==> config.mk <==
export PLATFORM = sky130hd
export DESIGN_NAME = sync_serial_mode_control
export DESIGN_NICKNAME = d
export VERILOG_FILES = /design/src/core/sync_serial_pkg.sv /design/src/core/port_cfg_if.sv /design/src/core/port_pin_ctrl.sv /design/src/core/spi_clock_gen.sv /design/src/core/sync_serial_mode_control.sv
export SDC_FILE = /design/constraint.sdc
export NUM_CORES = 1
export LEC_CHECK = 0
export BUFFER_PORTS_ARGS = -buffer_cell sky130_fd_sc_hd__buf_4
export CORE_MARGIN = 2
export CORE_UTILIZATION = 45
export CTS_BUF_LIST = sky130_fd_sc_hd__clkbuf_2
export CTS_CLUSTER_SIZE = 24
export DETAILED_ROUTE_END_ITERATION = 16
export HOLD_SLACK_MARGIN = 0.15
export PLACE_DENSITY = 0.81
export SLEW_MARGIN = 25
export SYNTH_ARGS = -nofsm -noshare
export SYNTH_HDL_FRONTEND = slang
export SYNTH_SLANG_ARGS = --single-unit
==> constraint.sdc <==
create_clock -name sys_clk -period 4.6 [get_ports sys_clk]
set_clock_uncertainty 0.1 [all_clocks]
set_input_delay 0.92 -clock sys_clk [delete_from_list [all_inputs] [get_ports sys_clk]]
set_output_delay 0.92 -clock sys_clk [all_outputs]
set_load 0.01 [all_outputs]
==> src/core/sync_serial_pkg.sv <==
// Constants, mode codes and decode helpers of the serial port control block.
// Assumes a 32-bit APB register bus and a 50 MHz system clock.
package sync_serial_pkg;

  // ==========================================================
  // Register map
  localparam logic [11:0] CTRL_ADDR  = 12'h014;
  localparam logic [11:0] STAT_ADDR  = 12'h018;
  localparam logic [7:0]  CTRL_RESET = 8'h00;

  // ==========================================================
  // Control field layout
  localparam int WCOL_BIT = 7;
  localparam int OVF_BIT  = 6;
  localparam int EN_BIT   = 5;
  localparam int CPOL_BIT = 4;
  localparam int MODE_MSB = 3;

  // ==========================================================
  // Status field layout
  localparam int ST_SPI_MST = 0;
  localparam int ST_SPI_SLV = 1;
  localparam int ST_I2C_SLV = 2;
  localparam int ST_FW_MST  = 3;
  localparam int ST_RSVD    = 4;
  localparam int ST_SS_PIN  = 5;
  localparam int ST_SCK_LVL = 6;

  // ==========================================================
  // Mode codes
  localparam logic [3:0] MODE_SPI_DIV4  = 4'h0;
  localparam logic [3:0] MODE_SPI_DIV16 = 4'h1;
  localparam logic [3:0] MODE_SPI_DIV64 = 4'h2;
  localparam logic [3:0] MODE_SPI_TMR   = 4'h3;
  localparam logic [3:0] MODE_SLV_SS    = 4'h4;
  localparam logic [3:0] MODE_SLV_NOSS  = 4'h5;
  localparam logic [3:0] MODE_I2C_7     = 4'h6;
  localparam logic [3:0] MODE_I2C_10    = 4'h7;
  localparam logic [3:0] MODE_I2C_FWM   = 4'hb;
  localparam logic [3:0] MODE_I2C_7_SP  = 4'he;
  localparam logic [3:0] MODE_I2C_10_SP = 4'hf;

  // ==========================================================
  // Clock dividers, full periods and half periods in system clocks
  localparam int DIV4  = 4;
  localparam int DIV16 = 16;
  localparam int DIV64 = 64;
  localparam logic [4:0] HALF_DIV4  = 5'(DIV4 / 2);
  localparam logic [4:0] HALF_DIV16 = 5'(DIV16 / 2);
  localparam logic [4:0] HALF_DIV64 = 5'(DIV64 / 2 - 1) + 5'h01;

  // ==========================================================
  // Decode helpers
  function automatic logic is_spi_master(input logic [3:0] m);
    return m[3:2] == 2'b00;
  endfunction

  function automatic logic is_i2c_slave(input logic [3:0] m);
    return (m == MODE_I2C_7) || (m == MODE_I2C_10) ||
           (m == MODE_I2C_7_SP) || (m == MODE_I2C_10_SP);
  endfunction

endpackage

==> src/core/port_cfg_if.sv <==
// Decoded port configuration passed from the register block to its helpers.
// Assumes one driver, the top module, on the ctl side.
`timescale 1ns/1ps
interface port_cfg_if;
  logic       en;
  logic       cpol;
  logic       spi_master;
  logic       timer_clk;
  logic [4:0] div_half;
  logic       spi_slave;
  logic       ss_ctrl;
  logic       i2c_slave;

  modport ctl (output en, cpol, spi_master, timer_clk, div_half,
               spi_slave, ss_ctrl, i2c_slave);
  modport sink (input en, cpol, spi_master, timer_clk, div_half,
                spi_slave, ss_ctrl, i2c_slave);
endinterface

==> src/core/port_pin_ctrl.sv <==
// Pin takeover, serial reset and clock release decisions.
// Assumes ss_in is the slave-select pin level, synchronous to the clock.
`timescale 1ns/1ps
module port_pin_ctrl (
  port_cfg_if.sink  cfg,
  input  wire logic ss_in,
  output logic      spi_pins,
  output logic      i2c_pins,
  output logic      ss_sel,
  output logic      ss_free,
  output logic      ser_reset,
  output logic      sck_drive,
  output logic      scl_hold
);
  assign spi_pins  = cfg.en &
                     (cfg.spi_master | cfg.spi_slave);
  assign i2c_pins  = cfg.en & cfg.i2c_slave;
  assign ss_sel    = cfg.en & cfg.ss_ctrl;
  assign ss_free   = cfg.en & cfg.spi_slave & ~cfg.ss_ctrl;
  assign ser_reset = ~cfg.en | (cfg.ss_ctrl & ss_in);
  assign sck_drive = cfg.en & cfg.spi_master;
  assign scl_hold  = cfg.en & cfg.i2c_slave & ~cfg.cpol;
endmodule

==> src/core/spi_clock_gen.sv <==
// Serial clock generator for master modes, with leading and trailing strobes.
// Assumes timer_tick is a one-cycle pulse synchronous to sys_clk.
`timescale 1ns/1ps
module spi_clock_gen (
  input  wire logic sys_clk,
  input  wire logic rst_n,
  port_cfg_if.sink  cfg,
  input  wire logic xfer_active,
  input  wire logic timer_tick,
  output logic      sck_lvl,
  output logic      lead_stb,
  output logic      trail_stb
);
  logic       run;
  logic       tick;
  logic       phase_r;
  logic [4:0] cnt_r;

  assign run  = cfg.en & cfg.spi_master & xfer_active;
  assign tick = cfg.timer_clk ? timer_tick : (cnt_r == cfg.div_half - 5'h01);

  // ==========================================================
  // Divider counter
  always_ff @(posedge sys_clk or negedge rst_n) begin
    if (!rst_n) begin
      cnt_r <= 5'h00;
    end else if (!run || tick) begin
      cnt_r <= 5'h00;
    end else begin
      cnt_r <= cnt_r + 5'h01;
    end
  end

  // ==========================================================
  // Clock phase and edge strobes
  always_ff @(posedge sys_clk or negedge rst_n) begin
    if (!rst_n) begin
      phase_r   <= 1'b0;
      lead_stb  <= 1'b0;
      trail_stb <= 1'b0;
    end else begin
      phase_r   <= run ? (phase_r ^ tick) : 1'b0;
      lead_stb  <= run & tick & ~phase_r;
      trail_stb <= run & tick & phase_r;
    end
  end

  assign sck_lvl = cfg.cpol ^ phase_r;  // Clock level; polarity gives the idle level
endmodule

==> src/core/sync_serial_mode_control.sv <==
// Control register block of a synchronous serial port in SPI or I2C role.
// Assumes an APB master on the register side; pins are sync to sys_clk.
//
// Notes on behaviour
// - Overflow flag is sticky; only software clears it, transmit ignores it.
// - SPI mode with port enabled takes over clock, data out, data in pins.
// - I2C mode with port enabled takes over SDA and SCL pins.
// - Clearing the enable bit hands all pins back to general port use.
// - Polarity one: clock idles high, shift on falling, sample on rising.
// - Polarity zero: clock idles low, shift on rising, sample on falling.
// - Code 0011 gives SPI master clocked by timer output over two.
// - Code 0100 gives SPI slave on clock pin with slave select used.
// - SPI slave with select used resets serial logic while select high.
// - Code 0101 gives SPI slave with select pin free for general use.
// - Codes 0110, 0111 give I2C slave, 7 or 10 bit, no start/stop irq.
// - Code 1110 gives I2C slave, 7 bit, with start/stop interrupts.
// - Code 1111 gives I2C slave, 10 bit, with start/stop interrupts.
// - Code 1011 gives firmware I2C master; hardware slave stays idle.
`timescale 1ns/1ps
module sync_serial_mode_control (
  input  wire logic        sys_clk,
  input  wire logic        rst_n,
  input  wire logic        psel,
  input  wire logic        penable,
  input  wire logic        pwrite,
  input  wire logic [11:0] paddr,
  input  wire logic [31:0] pwdata,
  output logic      [31:0] prdata,
  output logic             pready,
  output logic             pslverr,
  input  wire logic        overflow_evt,
  input  wire logic        collision_evt,
  input  wire logic        xfer_active,
  input  wire logic        timer_tick,
  input  wire logic        ss_in,
  output logic             spi_pins_sel,
  output logic             i2c_pins_sel,
  output logic             ss_pin_sel,
  output logic             ss_pin_free,
  output logic             spi_slave_active,
  output logic             serial_reset,
  output logic             sck_o,
  output logic             sck_oe,
  output logic             scl_o,
  output logic             scl_oe,
  output logic             tx_shift_stb,
  output logic             rx_sample_stb,
  output logic             i2c_slave_active,
  output logic             addr_10bit,
  output logic             start_stop_irq_en,
  output logic             fw_master_active
);

  // ==========================================================
  // Declarations
  logic [5:0]  cfg_r;
  logic        ovf_r;
  logic        wcol_r;
  logic [3:0]  mode;
  logic        access;
  logic        hit_ctl;
  logic        hit_stat;
  logic        wr_ctl;
  logic        rsvd;
  logic        fw_mst;
  logic [7:0]  ctl_view;
  logic [7:0]  stat_view;
  logic [31:0] rd_nxt;
  logic        gen_sck;
  logic        gen_lead;
  logic        gen_trail;
  logic        p_spi;
  logic        p_i2c;
  logic        p_ss;
  logic        p_ss_free;
  logic        p_reset;
  logic        p_sck_drv;
  logic        p_scl_hold;

  port_cfg_if cfg ();

  // ==========================================================
  // APB decode
  assign access   = psel & penable;
  assign hit_ctl  = paddr == sync_serial_pkg::CTRL_ADDR;
  assign hit_stat = paddr == sync_serial_pkg::STAT_ADDR;
  assign wr_ctl   = access & pready & pwrite & hit_ctl;

  // ==========================================================
  // Mode decode
  assign mode   = cfg_r[sync_serial_pkg::MODE_MSB:0];
  assign fw_mst = mode == sync_serial_pkg::MODE_I2C_FWM;
  assign rsvd   = ~sync_serial_pkg::is_spi_master(mode) &
                  ~sync_serial_pkg::is_i2c_slave(mode) & ~fw_mst &
                  (mode != sync_serial_pkg::MODE_SLV_SS) &
                  (mode != sync_serial_pkg::MODE_SLV_NOSS);

  assign cfg.en         = cfg_r[sync_serial_pkg::EN_BIT];
  assign cfg.cpol       = cfg_r[sync_serial_pkg::CPOL_BIT];
  assign cfg.spi_master = sync_serial_pkg::is_spi_master(mode);
  assign cfg.timer_clk  = mode == sync_serial_pkg::MODE_SPI_TMR;
  assign cfg.spi_slave  = (mode == sync_serial_pkg::MODE_SLV_SS) |
                          (mode == sync_serial_pkg::MODE_SLV_NOSS);
  assign cfg.ss_ctrl    = mode == sync_serial_pkg::MODE_SLV_SS;
  assign cfg.i2c_slave  = sync_serial_pkg::is_i2c_slave(mode);

  // Divider selection
  always_comb begin
    case (mode)
      sync_serial_pkg::MODE_SPI_DIV16:
        cfg.div_half = sync_serial_pkg::HALF_DIV16;
      sync_serial_pkg::MODE_SPI_DIV64:
        cfg.div_half = sync_serial_pkg::HALF_DIV64;
      default:
        cfg.div_half = sync_serial_pkg::HALF_DIV4;
    endcase
  end

  // ==========================================================
  // Read views
  assign ctl_view = {wcol_r, ovf_r, cfg_r};
  always_comb begin
    stat_view                             = 8'h00;
    stat_view[sync_serial_pkg::ST_SPI_MST] = cfg.spi_master;
    stat_view[sync_serial_pkg::ST_SPI_SLV] = cfg.spi_slave;
    stat_view[sync_serial_pkg::ST_I2C_SLV] = cfg.i2c_slave;
    stat_view[sync_serial_pkg::ST_FW_MST]  = fw_mst;
    stat_view[sync_serial_pkg::ST_RSVD]    = rsvd;
    stat_view[sync_serial_pkg::ST_SS_PIN]  = ss_in;
    stat_view[sync_serial_pkg::ST_SCK_LVL] = sck_o;
  end

  always_comb begin
    rd_nxt = 32'h0000_0000;
    if (hit_ctl) begin
      rd_nxt = {24'h00_0000, ctl_view};
    end else if (hit_stat) begin
      rd_nxt = {24'h00_0000, stat_view};
    end
  end

  // ==========================================================
  // APB answer, one wait state
  always_ff @(posedge sys_clk or negedge rst_n) begin
    if (!rst_n) begin
      pready  <= 1'b0;
      pslverr <= 1'b0;
      prdata  <= 32'h0000_0000;
    end else begin
      pready  <= access & ~pready;
      pslverr <= access & ~pready & ~(hit_ctl | hit_stat);
      if (access & ~pready & ~pwrite) begin
        prdata <= rd_nxt;
      end
    end
  end

  // ==========================================================
  // Control fields
  always_ff @(posedge sys_clk or negedge rst_n) begin
    if (!rst_n) begin
      cfg_r <= sync_serial_pkg::CTRL_RESET[5:0];
    end else if (wr_ctl) begin
      cfg_r <= pwdata[5:0];
    end
  end

  // ==========================================================
  // Sticky flags, set wins over software clear
  always_ff @(posedge sys_clk or negedge rst_n) begin
    if (!rst_n) begin
      ovf_r  <= sync_serial_pkg::CTRL_RESET[sync_serial_pkg::OVF_BIT];
      wcol_r <= sync_serial_pkg::CTRL_RESET[sync_serial_pkg::WCOL_BIT];
    end else begin
      ovf_r  <= overflow_evt |
                (wr_ctl ? pwdata[sync_serial_pkg::OVF_BIT] : ovf_r);
      wcol_r <= collision_evt |
                (wr_ctl ? pwdata[sync_serial_pkg::WCOL_BIT] : wcol_r);
    end
  end

  // ==========================================================
  // Helpers
  spi_clock_gen u_clk (
    .sys_clk     (sys_clk),
    .rst_n       (rst_n),
    .cfg         (cfg.sink),
    .xfer_active (xfer_active),
    .timer_tick  (timer_tick),
    .sck_lvl     (gen_sck),
    .lead_stb    (gen_lead),
    .trail_stb   (gen_trail)
  );

  port_pin_ctrl u_pins (
    .cfg       (cfg.sink),
    .ss_in     (ss_in),
    .spi_pins  (p_spi),
    .i2c_pins  (p_i2c),
    .ss_sel    (p_ss),
    .ss_free   (p_ss_free),
    .ser_reset (p_reset),
    .sck_drive (p_sck_drv),
    .scl_hold  (p_scl_hold)
  );

  // ==========================================================
  // Pin and engine outputs
  always_ff @(posedge sys_clk or negedge rst_n) begin
    if (!rst_n) begin
      spi_pins_sel     <= 1'b0;
      i2c_pins_sel     <= 1'b0;
      ss_pin_sel       <= 1'b0;
      ss_pin_free      <= 1'b0;
      spi_slave_active <= 1'b0;
      serial_reset     <= 1'b1;
      sck_oe           <= 1'b0;
      scl_o            <= 1'b0;
      scl_oe           <= 1'b0;
    end else begin
      spi_pins_sel     <= p_spi;
      i2c_pins_sel     <= p_i2c | (cfg.en & fw_mst);
      ss_pin_sel       <= p_ss;
      ss_pin_free      <= p_ss_free;
      spi_slave_active <= cfg.en & cfg.spi_slave;
      serial_reset     <= p_reset;
      sck_oe           <= p_sck_drv;
      scl_o            <= 1'b0;
      scl_oe           <= p_scl_hold;
    end
  end

  always_ff @(posedge sys_clk or negedge rst_n) begin
    if (!rst_n) begin
      sck_o         <= 1'b0;
      tx_shift_stb  <= 1'b0;
      rx_sample_stb <= 1'b0;
    end else begin
      sck_o         <= gen_sck;
      tx_shift_stb  <= gen_lead;
      rx_sample_stb <= gen_trail;
    end
  end

  always_ff @(posedge sys_clk or negedge rst_n) begin
    if (!rst_n) begin
      i2c_slave_active  <= 1'b0;
      addr_10bit        <= 1'b0;
      start_stop_irq_en <= 1'b0;
      fw_master_active  <= 1'b0;
    end else begin
      i2c_slave_active  <= cfg.en & cfg.i2c_slave;
      addr_10bit        <= cfg.en & cfg.i2c_slave &
                           mode[0];
      start_stop_irq_en <= cfg.en &
                           ((cfg.i2c_slave & mode[3]) | fw_mst);
      fw_master_active  <= cfg.en & fw_mst;
    end
  end
endmodule

## After elaboration in Yosys (flattened, before gate mapping)

Index checks and enable logic that the tools add are counted.

| word-level totals | value |
|---|---|
| bits in registers | 65 |
| output and inout port bits | 50 |

| operators by class | value |
|---|---|
| add/subtract/negate cells | 2 |
| eq/ne operators | 15 |
| muxes and demuxes | 8 |
| bitwise logic cells | 47 |
| reduce and logical (&&, ||, !) cells | 6 |

Operators by type and width:

| cell | number |
|---|---|
| 2-to-1 mux 32 bit | 1 |
| AND 1 bit | 27 |
| == test 12 x 5 -> 1 bit, second input constant | 2 |
| == test 4 x 3 -> 1 bit, second input constant | 4 |
| == test 4 bit, second input constant | 3 |
| NOT 1 bit | 10 |
| == test 4 x 2 -> 1 bit, second input constant | 2 |
| != test 4 x 3 -> 1 bit, second input constant | 2 |
| OR 1 bit | 8 |
| one-hot mux 4 bit (2 select lines) | 1 |
| 2-to-1 mux 7 bit | 1 |
| adder 5 x 1 -> 5 bit, second input constant | 1 |
| == test 5 bit | 1 |
| 2-to-1 mux 5 bit | 1 |
| subtractor 4 x 1 -> 5 bit, second input constant | 1 |
| == test 4 x 1 -> 1 bit, second input constant | 1 |
| logical OR 1 bit | 4 |
| 2-to-1 mux 1 bit | 4 |
| logical NOT 2 bit | 1 |
| XOR 1 bit | 2 |
| logical NOT 1 bit | 1 |

## Depth between registers and ports, before layout

| depth | value |
|---|---|
| depth in word-level cells | 11 |
| mapped depth | 6 |
| mapped depth without buffers | 5 |

## Cells and area by module

A second synthesis with hierarchy kept.

| second synthesis, totals | value |
|---|---|
| cell total of the unflattened synthesis | 197 |
| area, all modules | 2114.5 um^2 |

By module, submodules not included:

| module | instances | cells each | area each (um^2) |
|---|---|---|---|
| sync_serial_mode_control | 1 | 137 | 1550.2 |
| spi_clock_gen | 1 | 53 | 504.2 |
| port_pin_ctrl | 1 | 7 | 60.1 |

## Least setup slack after synthesis

OpenSTA, ideal clock, no wires.

| path | value |
|---|---|
| path kind | input to register |
| from | input port paddr[9] |
| to | register cfg_r[0] |
| setup time | 0.125 ns |
| arrival | 2.332 ns |
| data required time | 4.375 ns |
| slack | 2.043 ns |
| stages on the path | 5 |
| path buffers | 1 |
| cells stage by stage | or4_4 > nand4b_4 > nor3_4 > buf_6 > mux2_2 |

| between the ends | value |
|---|---|
| cells in the longest elaborated chain, start to end | 2 |

RTL lines:

| element | line | RTL |
|---|---|---|
| from (decl) | sync_serial_mode_control.sv:26 | `input wire logic [11:0] paddr,` |
| == test 12 x 5 -> 1 bit | sync_serial_mode_control.sv:85 | `assign hit_ctl = paddr == sync_serial_pkg::CTRL_ADDR;` |
| AND 1 bit | sync_serial_mode_control.sv:87 | `assign wr_ctl = access & pready & pwrite & hit_ctl;` |
| to (signal assigned) | sync_serial_mode_control.sv:162 | `cfg_r <= sync_serial_pkg::CTRL_RESET[5:0];` |
| to (signal assigned) | sync_serial_mode_control.sv:164 | `cfg_r <= pwdata[5:0];` |
| to (decl) | sync_serial_mode_control.sv:56 | `logic [5:0] cfg_r;` |

Every way passes these cells.
A chain may end at the register's enable or synchronous reset.

## Final worst setup path

Ends and elaborated chain as after synthesis.

==> metrics <==
status finished clean; Worst-Margin Slew slightly above 0.5 ns; drt via density ~4.7; worst path buffer plus inverter count 1; Seq/Total Area, Yosys a little over half; Iteration-0 DRC Markers 50; RSZ-0062 raised after global routing no; Area Growth Syn to Fin 19.97%; CTS root buffer clkbuf_2; crit path DAT ~2.6 ns; Post-synth EDFFs 0; I/O Buffers 54; cts bufs inserted 5; diodes inserted 0; Max-cap violations 0; Initial Utilization approximately 47%; I/O Pins about 100; final setup margin around 2.2 ns; Critical Path Max Stage Delay ~0.54 ns; Distinct cells, synth 41; DR WL/cell roughly 12 um; CTS tree done; final RePlAce weighted congestion between 0.8 and 0.9; Post CTS Setup Buffer Count 0; first-pass GRT wire length between 5000 and 6000 um; commonest non-fill, non-tap cell in the layout buf_4; die width 69.37 um; vias in the first global route 1263; die area approximately 4800 sq um; Clock transition at path regs around 0.2 ns; final std cells w/o fill 286; max reg flops 8; Top Registers prdata (8), cfg_r (6), u_clk.cnt_r (5); CP endpoint kind register; CTS sink count 41; family with the most delay on the worst path simple AND/OR/NAND/NOR gates; Tmin final 2.429 ns; Total Wirelength about 3500 um; pre-CTS setup slack around 1.7 ns; post-DP HPWL roughly 2700 um; Pre-Repair DR Iteration Count 4; most frequent cells in the layout buf_4 (54), dfrtp_1 (40), conb_1 (25), nand2_1 (24), nor2_1 (15); pwr dens ~240 nW/um^2; Core Footprint between 4000 and 5000 sq um; vias about 1300; Rel. slew slack about 66%; All-Layer GR Usage 15.33%; largest net degree at the start of global routing 42; count of state elements after synthesis a little over 40; number of instances in the placed design approximately 280; total grt overflow 0; ANT nets after route 0; clk buf depth 2; share of cells above drive strength 1 between 30 and 40%; Top reg by flops prdata; highest clock rate 0.4117 GHz; hold crit path type reg -> reg; Tot Pwr about 0.00056 W; Final Max Tran Viols 0; final hold violation count 0; # rows 23; leakage about 1.2 nW; Fillers approximately 350; final worst path period share between 50% and 60%; DRC errors left 0; Mapped Cells between 150 and 200; cell area after synthesis roughly 1900 sq um; fin nets 290; most used flip-flop cell after synthesis dfrtp_1; CP required about 4.8 ns; Die Height 69.37 um; final number of setup-violating endpoints 0; setup TNS 0 ns; Warnings, synthesis 0; CP Cell Sequence buf_4, or4_4, nand4b_4, nor3_4, mux2_2; initial antenna violation count 0; Post-CTS Resized 0; CP max FO 11; Clk Latency, worst-skew pair between 0.3 and 0.4 ns; VDD IR max 0.0001369 V; Syn Area/Cell between 10 and 15 sq um; Setup crit start kind input pin; cts hold-fix bufs 0; Core Util, Final between 50% and 60%; slowest cell on the critical path or4_4; # H-tree levels 2; Async S/R FF share, synth 100.0%; Setup CP Type in -> reg
through the flow:
stage | hold slack [ns] | cell area, sq um
2_1_floorplan | 0.2312 | 2013
3_3_place_gp | 0.2349 | 2266
3_5_place_dp | 0.2347 | 2266
4_1_cts | 0.2763 | 2307
5_1_grt | 0.2888 | 2307
6_report | 0.2749 | 2307
cell families (layout without fill, tap and decap cells):
family,Yosys count,after routing,synth area share [%]
adder cells (fa/ha/maj),1,1,0.6505
buffers and inverters,34,66,11.97
multiplexers,5,5,2.928
AO/OA/AOI/OAI,20,20,7.483
flip-flops,41,41,53.42
XOR/XNOR,5,5,2.277
AND/OR/NAND/NOR,73,73,21.08
other,1,25,0.1950
synth_stat cells, drive strengths merged, types with 2 or more instances:
master	number	area, sq um
dfrtp	40	1001
buf	27	203.9
nand2	24	90.09
nor2	15	56.30
nand3	7	35.03
o21ai	6	30.03
mux2	5	56.30
and3	4	25.02
inv	4	15.01
nor3b	4	30.03
xor2	4	35.03
a22oi	3	22.52
clkbuf	3	11.26
nand2b	3	18.77
nor2b	3	18.77
a211o	2	17.52
a32oi	2	17.52
and2	2	12.51
nor3	2	21.27
o31ai	2	15.01
worst paths after layout:
check | startpoint | end | slack [ns] | depth (start not counted)
worst min register to register | u_clk.lead_stb$_DFF_PN0_ | tx_shift_stb$_DFF_PN0_ | 0.27 | 0
min in group asynchronous | rst_n | prdata[1]$_DFFE_PN0P_ | 0.37 | 1
max in group asynchronous | rst_n | serial_reset$_DFF_PN1_ | 3.68 | 1
worst max register to register | cfg_r[0]$_DFFE_PN0N_ | u_clk.phase_r$_DFF_PN0_ | 2.68 | 5
worst max-delay path | paddr[9] | cfg_r[0]$_DFFE_PN0N_ | 2.17 | 5
worst min-delay path | u_clk.lead_stb$_DFF_PN0_ | tx_shift_stb$_DFF_PN0_ | 0.27 | 0
worst register-to-register path, cell delays in order (launching register included):
cell and delay (ns):
dfrtp_1 0.56, xor2_1 0.22, a211oi_1 0.33, o2111ai_1 0.22
a311o_1 0.38, o21ai_0 0.07
metal layers:
layer | share of wire (%) | GRT usage [%]
met5 | 0 | 0
met4 | 1.6 | 6.536
met3 | 7.7 | 4.797
met2 | 48 | 23.08
met1 | 43 | 20.45
final cells by class:
type,instances,area [sq um],area share [%]
tap,50,62.56,2.712
clock buffer,6,30.03,1.302
timing repair buffer,54,405.4,17.57
clock inverter,2,11.26,0.4881
sequential,41,1027,44.52
multi-input combinational,129,755.7,32.75
inverter,4,15.01,0.6508
power breakdown:
group / internal [W] / switching (W)
registers: 0.000362 / 0.000000561
clock network: 0.0000380 / 0.000110
logic: 0.0000194 / 0.0000258
Note: power is estimated with default switching activity, not from simulation.
